**src/dual_pot_params.svh**
```systemverilog
// Behaviour
// - Ignore serial activity while port enable low.
// - Sample data on each rising serial clock.
// - Seventeen-bit register: stack bit, two codes.
// - Position zero holds the stack select.
// - Positions one to eight: pot-1, MSB first.
// - Positions nine to sixteen: pot-0, MSB first.
// - Wipers load only when enable falls.
// - Power-up wiper codes are mid-scale.
// - Each code selects one of 256 taps.
// - Stack select picks pot-0 or pot-1 wiper.
// - Cascade bit appears within 50 ns.
// - Stack select bit shifts out first.
// - Cascade output driven at all times.
// - Readback loop restores contents on enable fall.
`ifndef DUAL_POT_PARAMS_SVH
`define DUAL_POT_PARAMS_SVH

// Shape of the serial shift register.
`define SHIFT_BITS      17
`define CODE_BITS       8
`define TAP_COUNT       256
`define STACK_POS       0
`define POT1_MSB_POS    1
`define POT0_MSB_POS    9

// Power-up values.
`define WIPER_RESET     8'h80
`define STACK_RESET     1'b0

// Cascade output timing.
`define CLK_PERIOD_NS   8
`define CASCADE_MAX_NS  50
`define CASCADE_CYCLES  (`CASCADE_MAX_NS / `CLK_PERIOD_NS)

`endif

```
**src/dual_pot_pkg.sv**
```systemverilog
package dual_pot_pkg;

	// Port state; a Gray step separates idle and active.
	typedef enum logic [0:0] {
		PORT_IDLE   = 1'b0,
		PORT_ACTIVE = 1'b1
	} port_state_e;

	// One wiper code.
	typedef logic [7:0] code_t;

endpackage : dual_pot_pkg

```
**src/dual_pot_serial_shift_port.sv**
```systemverilog
`timescale 1ns/1ps
`include "dual_pot_params.svh"

module dual_pot_serial_shift_port
	import dual_pot_pkg::*;
#(
	parameter int SHIFT_BITS = `SHIFT_BITS,
	parameter int CODE_BITS  = `CODE_BITS,
	parameter int TAP_COUNT  = `TAP_COUNT
) (
	input  wire logic                  clk,
	input  wire logic                  arst_n,
	input  wire logic                  port_enable,
	input  wire logic                  serial_clk,
	input  wire logic                  serial_data_in,
	output logic                       cascade_out,
	output logic                       stack_select,
	output logic [CODE_BITS-1:0]       wiper_zero_code,
	output logic [CODE_BITS-1:0]       wiper_one_code,
	output logic [CODE_BITS-1:0]       stacked_wiper_out,
	output logic [TAP_COUNT-1:0]       wiper_zero_terminal,
	output logic [TAP_COUNT-1:0]       wiper_one_terminal
);

	////////////////////////////////////////////////////////////////////////////
	// Helper functions.

	// Bits arrive MSB first at the lower position, so a code is read reversed.
	function automatic logic [CODE_BITS-1:0] reverse_code(input logic [CODE_BITS-1:0] v);
		logic [CODE_BITS-1:0] r;
		r = '0;
		for (int i = 0; i < CODE_BITS; i++) begin
			r[i] = v[CODE_BITS-1-i];
		end
		return r;
	endfunction : reverse_code

	// One-hot tap decoder for a wiper code.
	function automatic logic [TAP_COUNT-1:0] tap_decode(input logic [CODE_BITS-1:0] c);
		logic [TAP_COUNT-1:0] t;
		t = '0;
		t[c] = 1'b1;
		return t;
	endfunction : tap_decode

	// Power-up register image: stack bit and both mid-scale codes.
	localparam logic [SHIFT_BITS-1:0] SHIFT_RESET = {
		reverse_code(`WIPER_RESET), reverse_code(`WIPER_RESET), `STACK_RESET};

	////////////////////////////////////////////////////////////////////////////
	// Pin synchronisers and edge filters.

	logic [2:0]           en_sync_q;    // Enable synchroniser, stage 0 first.
	logic [2:0]           sck_sync_q;   // Serial clock synchroniser.
	logic [2:0]           dat_sync_q;   // Serial data synchroniser.
	logic                 en_f_q;       // Accepted enable level.
	logic                 sck_f_q;      // Accepted serial clock level.
	logic                 en_rise;      // Enable went high.
	logic                 en_fall;      // Enable went low.
	logic                 sck_rise;     // Serial clock rose.
	port_state_e          state_q;      // Port state.
	logic [SHIFT_BITS-1:0] shift_q;     // Serial shift register.
	logic [SHIFT_BITS-1:0] shift_d;     // Next shift register image.
	logic                 shift_fire;   // One accepted shift this cycle.

	// Every pin passes three flops; stage 0 feeds stage 1 only.
	always_ff @(posedge clk or negedge arst_n) begin
		if (!arst_n) begin
			en_sync_q  <= 3'h0;
			sck_sync_q <= 3'h0;
			dat_sync_q <= 3'h0;
		end else begin
			en_sync_q  <= {en_sync_q[1:0], port_enable};
			sck_sync_q <= {sck_sync_q[1:0], serial_clk};
			dat_sync_q <= {dat_sync_q[1:0], serial_data_in};
		end
	end

	// A level change counts only once stages one and two agree.
	assign en_rise  = (en_sync_q[1] == en_sync_q[2]) && en_sync_q[2] && !en_f_q;
	assign en_fall  = (en_sync_q[1] == en_sync_q[2]) && !en_sync_q[2] && en_f_q;
	assign sck_rise = (sck_sync_q[1] == sck_sync_q[2]) && sck_sync_q[2] && !sck_f_q;

	// Filtered levels follow the agreed synchroniser value.
	always_ff @(posedge clk or negedge arst_n) begin
		if (!arst_n) begin
			en_f_q  <= 1'b0;
			sck_f_q <= 1'b0;
		end else begin
			if (en_sync_q[1] == en_sync_q[2]) begin
				en_f_q <= en_sync_q[2];
			end
			if (sck_sync_q[1] == sck_sync_q[2]) begin
				sck_f_q <= sck_sync_q[2];
			end
		end
	end

	////////////////////////////////////////////////////////////////////////////
	// Port state.

	// Only a low-to-high enable opens the port, so a clock edge that
	// arrives together with the enable rise is not taken.
	always_ff @(posedge clk or negedge arst_n) begin
		if (!arst_n) begin
			state_q <= PORT_IDLE;
		end else begin
			unique case (state_q)
				PORT_IDLE: begin
					if (en_rise) begin
						state_q <= PORT_ACTIVE;
					end
				end
				PORT_ACTIVE: begin
					if (en_fall) begin
						state_q <= PORT_IDLE;
					end
				end
			endcase
		end
	end

	////////////////////////////////////////////////////////////////////////////
	// Shift register and cascade output.

	// Shifting only while active and enable still high.
	assign shift_fire = (state_q == PORT_ACTIVE) && en_f_q && !en_fall && sck_rise;

	// New bits enter at the top and walk toward position zero.
	assign shift_d = {dat_sync_q[2], shift_q[SHIFT_BITS-1:1]};

	// Register holds stack bit and two codes; power-up image is mid-scale.
	always_ff @(posedge clk or negedge arst_n) begin
		if (!arst_n) begin
			shift_q <= SHIFT_RESET;
		end else if (shift_fire) begin
			shift_q <= shift_d;
		end
	end

	// Cascade presents position zero at all times, so the stack bit leaves
	// first; it updates with the shift, about four cycles after the pin edge.
	always_ff @(posedge clk or negedge arst_n) begin
		if (!arst_n) begin
			cascade_out <= `STACK_RESET;
		end else if (shift_fire) begin
			cascade_out <= shift_d[`STACK_POS];
		end
	end

	////////////////////////////////////////////////////////////////////////////
	// Wiper registers, loaded only when enable falls.

	logic [CODE_BITS-1:0] pot0_new;  // Pot-0 code held in the register.
	logic [CODE_BITS-1:0] pot1_new;  // Pot-1 code held in the register.
	logic                 stack_new; // Stack bit held in the register.

	assign pot1_new  = reverse_code(shift_q[`POT1_MSB_POS +: CODE_BITS]);
	assign pot0_new  = reverse_code(shift_q[`POT0_MSB_POS +: CODE_BITS]);
	assign stack_new = shift_q[`STACK_POS];

	// Codes and stack bit move only on the enable fall.
	always_ff @(posedge clk or negedge arst_n) begin
		if (!arst_n) begin
			wiper_zero_code <= `WIPER_RESET;
			wiper_one_code  <= `WIPER_RESET;
			stack_select    <= `STACK_RESET;
		end else if (en_fall) begin
			wiper_zero_code <= pot0_new;
			wiper_one_code  <= pot1_new;
			stack_select    <= stack_new;
		end
	end

	// Tap selects and stacked output are decoded from the values being
	// loaded, which costs gates but keeps every output on a flop.
	always_ff @(posedge clk or negedge arst_n) begin
		if (!arst_n) begin
			wiper_zero_terminal <= tap_decode(`WIPER_RESET);
			wiper_one_terminal  <= tap_decode(`WIPER_RESET);
			stacked_wiper_out   <= `WIPER_RESET;
		end else if (en_fall) begin
			wiper_zero_terminal <= tap_decode(pot0_new);
			wiper_one_terminal  <= tap_decode(pot1_new);
			stacked_wiper_out   <= stack_new ? pot1_new : pot0_new;
		end
	end

	////////////////////////////////////////////////////////////////////////////
	// Assertions.

	localparam int CASC_LIM = `CASCADE_CYCLES;
endmodule : dual_pot_serial_shift_port

```
**config.mk**
```make
export PLATFORM = sky130hd
export DESIGN_NAME = dual_pot_serial_shift_port
export DESIGN_NICKNAME = d
export VERILOG_FILES = /design/src/dual_pot_pkg.sv /design/src/dual_pot_serial_shift_port.sv
export VERILOG_INCLUDE_DIRS = /design/src
export SDC_FILE = /design/constraint.sdc
export NUM_CORES = 1
export LEC_CHECK = 0
export ABC_CLOCK_PERIOD_IN_PS = 4100
export BUFFER_PORTS_ARGS = -buffer_cell sky130_fd_sc_hd__buf_4
export CAP_MARGIN = 20
export CORE_MARGIN = 5
export CORE_UTILIZATION = 50
export CTS_CLUSTER_SIZE = 40
export DETAILED_ROUTE_END_ITERATION = 8
export GPL_TIMING_DRIVEN = 0
export PLACE_DENSITY = 0.78
export SETUP_SLACK_MARGIN = 0.3
export SLEW_MARGIN = 20
export SYNTH_ARGS = -nofsm -noshare
export SYNTH_HDL_FRONTEND = slang
export SYNTH_SLANG_ARGS = --single-unit
export TNS_END_PERCENT = 10
```
**constraint.sdc**
```tcl
create_clock -name clk -period 4.1 [get_ports clk]
set_input_delay 0.41 -clock clk [delete_from_list [all_inputs] [get_ports clk]]
set_output_delay 0.41 -clock clk [all_outputs]
set_load 0.03 [all_outputs]
```
[Word-level counts from Yosys, hierarchy flattened]
Cells that the tools add are included.
Storage, ports and cells
  register bits after elaboration: 567
  bits of input ports: 5
  output and inout port bits: 538
  word-level logic and storage cells: 44
Cells by class
  $lt $le $gt $ge: 4
  equal/unequal tests: 2
  multiplexer cells: 8
  bitwise logic cells: 1
  reductions and logical operators: 15
Operator list (number)
  < comparator 8 x 9 -> 1 bit, second input constant: 2
  demux 1 bit (select 8 bit): 2
  greater-or-equal comparator 8 x 1 -> 1 bit, second input constant: 2
  logical AND 1 bit: 11
  two-way mux 8 bit: 1
  logical NOT 1 bit: 4
  two-way mux 1 bit: 4
  equality test 1 bit: 2
  case mux 1 bit (2 select lines): 1
  inverter 1 bit: 1

[Logic depth before layout (Yosys ltp)]
  depth in word-level cells: 6
  gate-level depth with buffers: 9
  depth with buffers taken out: 5

[Worst setup path after synthesis]
No wires, ideal clock.
  path kind: register -> register
  start point: reg en_sync_q[1]
  end point: reg shift_q[10]
  setup time: 125 ps
  data arrival time: 1801 ps
  required time: 3975 ps
  slack: 2174 ps
  cell stages (with the launch flop): 8
  buffers on the path: 3
  period minus slack after synthesis: 1926 ps
  path through: dfrtp_1 -> inv_1 -> ha_1 -> buf_6 -> or4_4 -> buf_6 -> buf_6 -> mux2_4
Between the ends
  longest elaborated chain between the ends: 6
Ends and longest elaborated chain
  from (decl): RTL line dual_pot_serial_shift_port.sv:53  | logic [2:0] en_sync_q;
  from (signal assigned): RTL line dual_pot_serial_shift_port.sv:73  | en_sync_q <= {en_sync_q[1:0], port_enable};
  equality test 1 bit: RTL line dual_pot_serial_shift_port.sv:81  | assign en_fall = (en_sync_q[1] == en_sync_q[2]) && !en_sync_q[2] && en_f_q;
  logical AND 1 bit (2 in series): RTL line dual_pot_serial_shift_port.sv:81
  logical NOT 1 bit: RTL line dual_pot_serial_shift_port.sv:127  | assign shift_fire = (state_q == PORT_ACTIVE) && en_f_q && !en_fall && sck_rise;
  logical AND 1 bit (2 in series): RTL line dual_pot_serial_shift_port.sv:127
  to (signal assigned): RTL line dual_pot_serial_shift_port.sv:137  | shift_q <= shift_d;
  to (decl): RTL line dual_pot_serial_shift_port.sv:62  | logic [SHIFT_BITS-1:0] shift_q;
No other way between the ends.
A chain may end at the register's enable or synchronous reset.

[Worst setup path after layout]
  start point: reg en_sync_q[1]
  end point: reg wiper_zero_terminal[175]
Between the ends
  longest elaborated chain between the ends: 3
Ends and longest elaborated chain
  equality test 1 bit: RTL line dual_pot_serial_shift_port.sv:81
  logical AND 1 bit (2 in series): RTL line dual_pot_serial_shift_port.sv:81
  to (signal assigned): RTL line dual_pot_serial_shift_port.sv:179  | wiper_zero_terminal <= tap_decode(`WIPER_RESET);
  to (signal assigned): RTL line dual_pot_serial_shift_port.sv:183  | wiper_zero_terminal <= tap_decode(pot0_new);
  to (decl): RTL line dual_pot_serial_shift_port.sv:21  | output logic [TAP_COUNT-1:0] wiper_zero_terminal,
No other way between the ends.

==> results.py <==
metrics = {
    "clock_tree": {
        "cts_made_buffers": 56,
        "clk_latency_ps": 600,
        "htreeDepth": 2,
        "clkSlewWorstSetupHoldPaths_ps": 60,
        "root_buffer": "clkbuf_16",
        "cts_tree": "done",
        "cts_sinks": 566,
        "cts_buffer_depth": 3,
    },
    "placement": {
        "placed_cells": 2686,
        "place_congestion": 0.897,
        "dpl.hpwl_um": 53300,
        "io_buffers": 542,
    },
    "pwr": {
        "power.net_switching_w": 0.00277,
        "power.share.clock_pct": 44.8,
        "p_per_area_nw_per_um2": 424,
        "switching_share_pct": 23.6,
        "p_int_w": 0.00894,
        "peakVddDrop_mv": 0.364,
        "p_comb_share_pct": 6.5,
        "p_leak_nw": 14.1,
        "seqPwrFrac_pct": 48.7,
    },
    "status": {
        "status": "finished, final reports clean",
    },
    "floorplan": {
        "io_pins": 543,
        "die-area_um2": 45800,
        "row_count": 74,
        "core-area_um2": 41000,
        "initial_core_util_pct": 50.7,
        "fp.dieH_um": 214,
        "die_x_um": 214,
    },
    "setup_path": {
        "crit_path_max_fanout": 10,
        "required_ps": 4630,
        "end_kind": "register",
        "critPathArrivalTime_ps": 3250,
        "r2r_cells": 8,
        "path_class": "reg2reg",
        "regToRegSetupSlack_ps": 1380,
        "r2r-end": "wiper_zero_terminal[175]",
        "cp-start-kind": "register",
        "r2r_start": "en_sync_q[1]",
    },
    "layout": {
        "num_antenna_cells": 0,
        "area_delta_synth_final_pct": 32.8,
        "fin_util_pct": 67.3,
        "layout_common_cells": "559 x dfrtp_1, 542 x buf_4, 360 x a22o_1, 207 x nand2_1, 161 x o21ai_0",
        "drive_gt1_share_pct": 32.8,
        "fin_nets": 2224,
        "layout_commonest_cell": "dfrtp_1",
        "fill_cells": 2874,
        "final_cells": 2791,
    },
    "yosys": {
        "synthTopCellsByArea": "dfrtp_1 67%, a22o_1 15%, o21ai_0 3.9%, nand2_1 3.7%, clkbuf_1 1.8%",
        "synth_top_cell_area_share_pct": 67.3,
        "synth_seq_cells": 566,
        "synthCells": 1606,
        "syn_area_per_cell_um2": 12.9,
        "synth_area_um2": 20800,
        "ys_seq_area_share_pct": 68.2,
        "yosysWarnings": 0,
        "yosys.cell_types.count": 32,
        "synth_nets": 1614,
        "synth_top_area_cell": "dfrtp_1",
    },
    "route": {
        "routed_via_density": 6.02,
        "firstDrtPassIters": 5,
        "finalWirelength_um": 73100,
        "ant_nets": 0,
        "via_count": 16788,
        "drtIter0Drc": 1753,
        "drc": 0,
        "routedWlPerCell_um": 26.2,
    },
    "global_routing": {
        "grt_pass1_vias": 16765,
        "grt_max_degree": 110,
        "grt_pass1_wl_um": 111000,
        "antenna_found_initial": 0,
        "grtUsageTotal_pct": 31.1,
        "grt_overflow": 0,
    },
    "sta": {
        "fin_crit_ps": 2720,
        "timing.final.crit_share_pct": 66.2,
        "max_freq_mhz": 368,
        "skew_ps": 10.4,
        "hold_viol_final": 0,
        "tightestPinTransition_ps": 1040,
        "drv_slew": 0,
        "slew_headroom_pct": 29.9,
        "setup_viol": 0,
        "rsz0062_at_grt": "false",
    },
    "job": {
        "drv_cap": 0,
    },
    "worst_hold_path": {
        "hold_class": "in2async",
    },
}
[through the flow]
stage          instance area, um2  hold slack, ps  setup TNS (ps)  worst slack, ps  power (W)
6_report                    27600             246               0             1380     0.0117
5_1_grt                     27600             257               0             1190     0.0121
4_1_cts                     27600             218               0             1440     0.0118
3_5_place_dp                25700             262               0             1480    0.00656
3_3_place_gp                25500             336        -1684540            -3060    0.00653
2_1_floorplan               20800             114               0             2170    0.00617
[sequential cells by signal, summed over array words and instances (netlist names), 3 cells and up]
name and count:
wiper_one_terminal 256, wiper_zero_terminal 256, shift_q 17, stacked_wiper_out 8, wiper_one_code 8, wiper_zero_code 8, dat_sync_q 3, en_sync_q 3
sck_sync_q 3
[power by group through the flow]
stage          Sequential (W)  Combinational, W  Clock (W)
3_5_place_dp          0.00580          0.000763          0
6_report              0.00570          0.000766    0.00524
3_3_place_gp          0.00580          0.000732          0
4_1_cts               0.00570          0.000770    0.00529
5_1_grt               0.00570          0.000833    0.00552
2_1_floorplan         0.00588          0.000290          0
[cells by family after synthesis]
group,count (synthesis),synth area share (%)
multiplexers,43,2.46
flip-flops,566,68.2
AO/OA/AOI/OAI,522,19.1
AND/OR/NAND/NOR,312,6.81
adder cells (fa/ha/maj),3,0.181
buffers and inverters,160,3.30
[cell usage after synthesis]
library cell,count
nand2_1,207
and2_1,1
nor3_1,16
o21ai_0,161
mux2_2,25
buf_2,48
o22ai_1,1
a22o_1,360
nor3_2,4
or2_2,7
mux2_4,10
nand4bb_1,2
mux2i_1,8
buf_1,7
buf_6,3
nand4_1,2
clkbuf_1,98
inv_1,3
buf_4,1
and4b_1,5
ha_1,3
nand2b_1,12
dfstp_2,7
and4bb_2,2
nand3_1,4
and4_1,4
or4_4,1
nor4_2,2
nand4b_1,4
nor2b_1,4
nor2_1,35
dfrtp_1,559
[how the worst max path moves through the flow]
stage,end,depth (start not counted),startpoint
after floorplan,shift_q[10],7,en_sync_q[1]
after global placement,wiper_zero_terminal[122],1,arst_n
after detailed placement,wiper_zero_terminal[63],8,en_sync_q[1]
after CTS,wiper_one_terminal[185],9,en_sync_q[1]
after global routing,wiper_one_terminal[184],9,en_sync_q[1]
final,wiper_zero_terminal[175],8,en_sync_q[1]
[worst max-delay path: stages, from the launching register on]
cell and delay, ps:
dfrtp_1 410, inv_1 70, ha_1 160, buf_6 150, buf_2 280, nand4_1 510, nor2_1 510, buf_2 380
a22o_1 180
[metal layers]
layer | track usage, % | vias to the layer above | wire length (um)
li1 | - | 7019 | -
met1 | 40.0 | 8665 | 27700
met2 | 50.3 | 913 | 35000
met3 | 8.12 | 191 | 6780
met4 | 13.8 | 0 | 3730
met5 | 0 | - | 0
[what timing repair did]
action | CTS | global route
setup endpoints to repair | 0 | 0
hold buffers | 4 | 0
endpoints found under the hold margin | 26 | 0
resized for setup | 0 | 0
setup buffers | 0 | 0
[area by class of cell]
class | instances | area (um2) | area share, %
clock inverter | 13 | 204 | 0.739
buffer | 157 | 676 | 2.45
inverter | 3 | 11.3 | 0.0408
multi-input combinational | 880 | 5940 | 21.5
timing repair buffer | 552 | 4280 | 15.5
sequential | 566 | 14200 | 51.3
tap | 532 | 666 | 2.41
clock buffer | 88 | 1660 | 6.02
No activity file was read; power rests on OpenSTA's default activity.
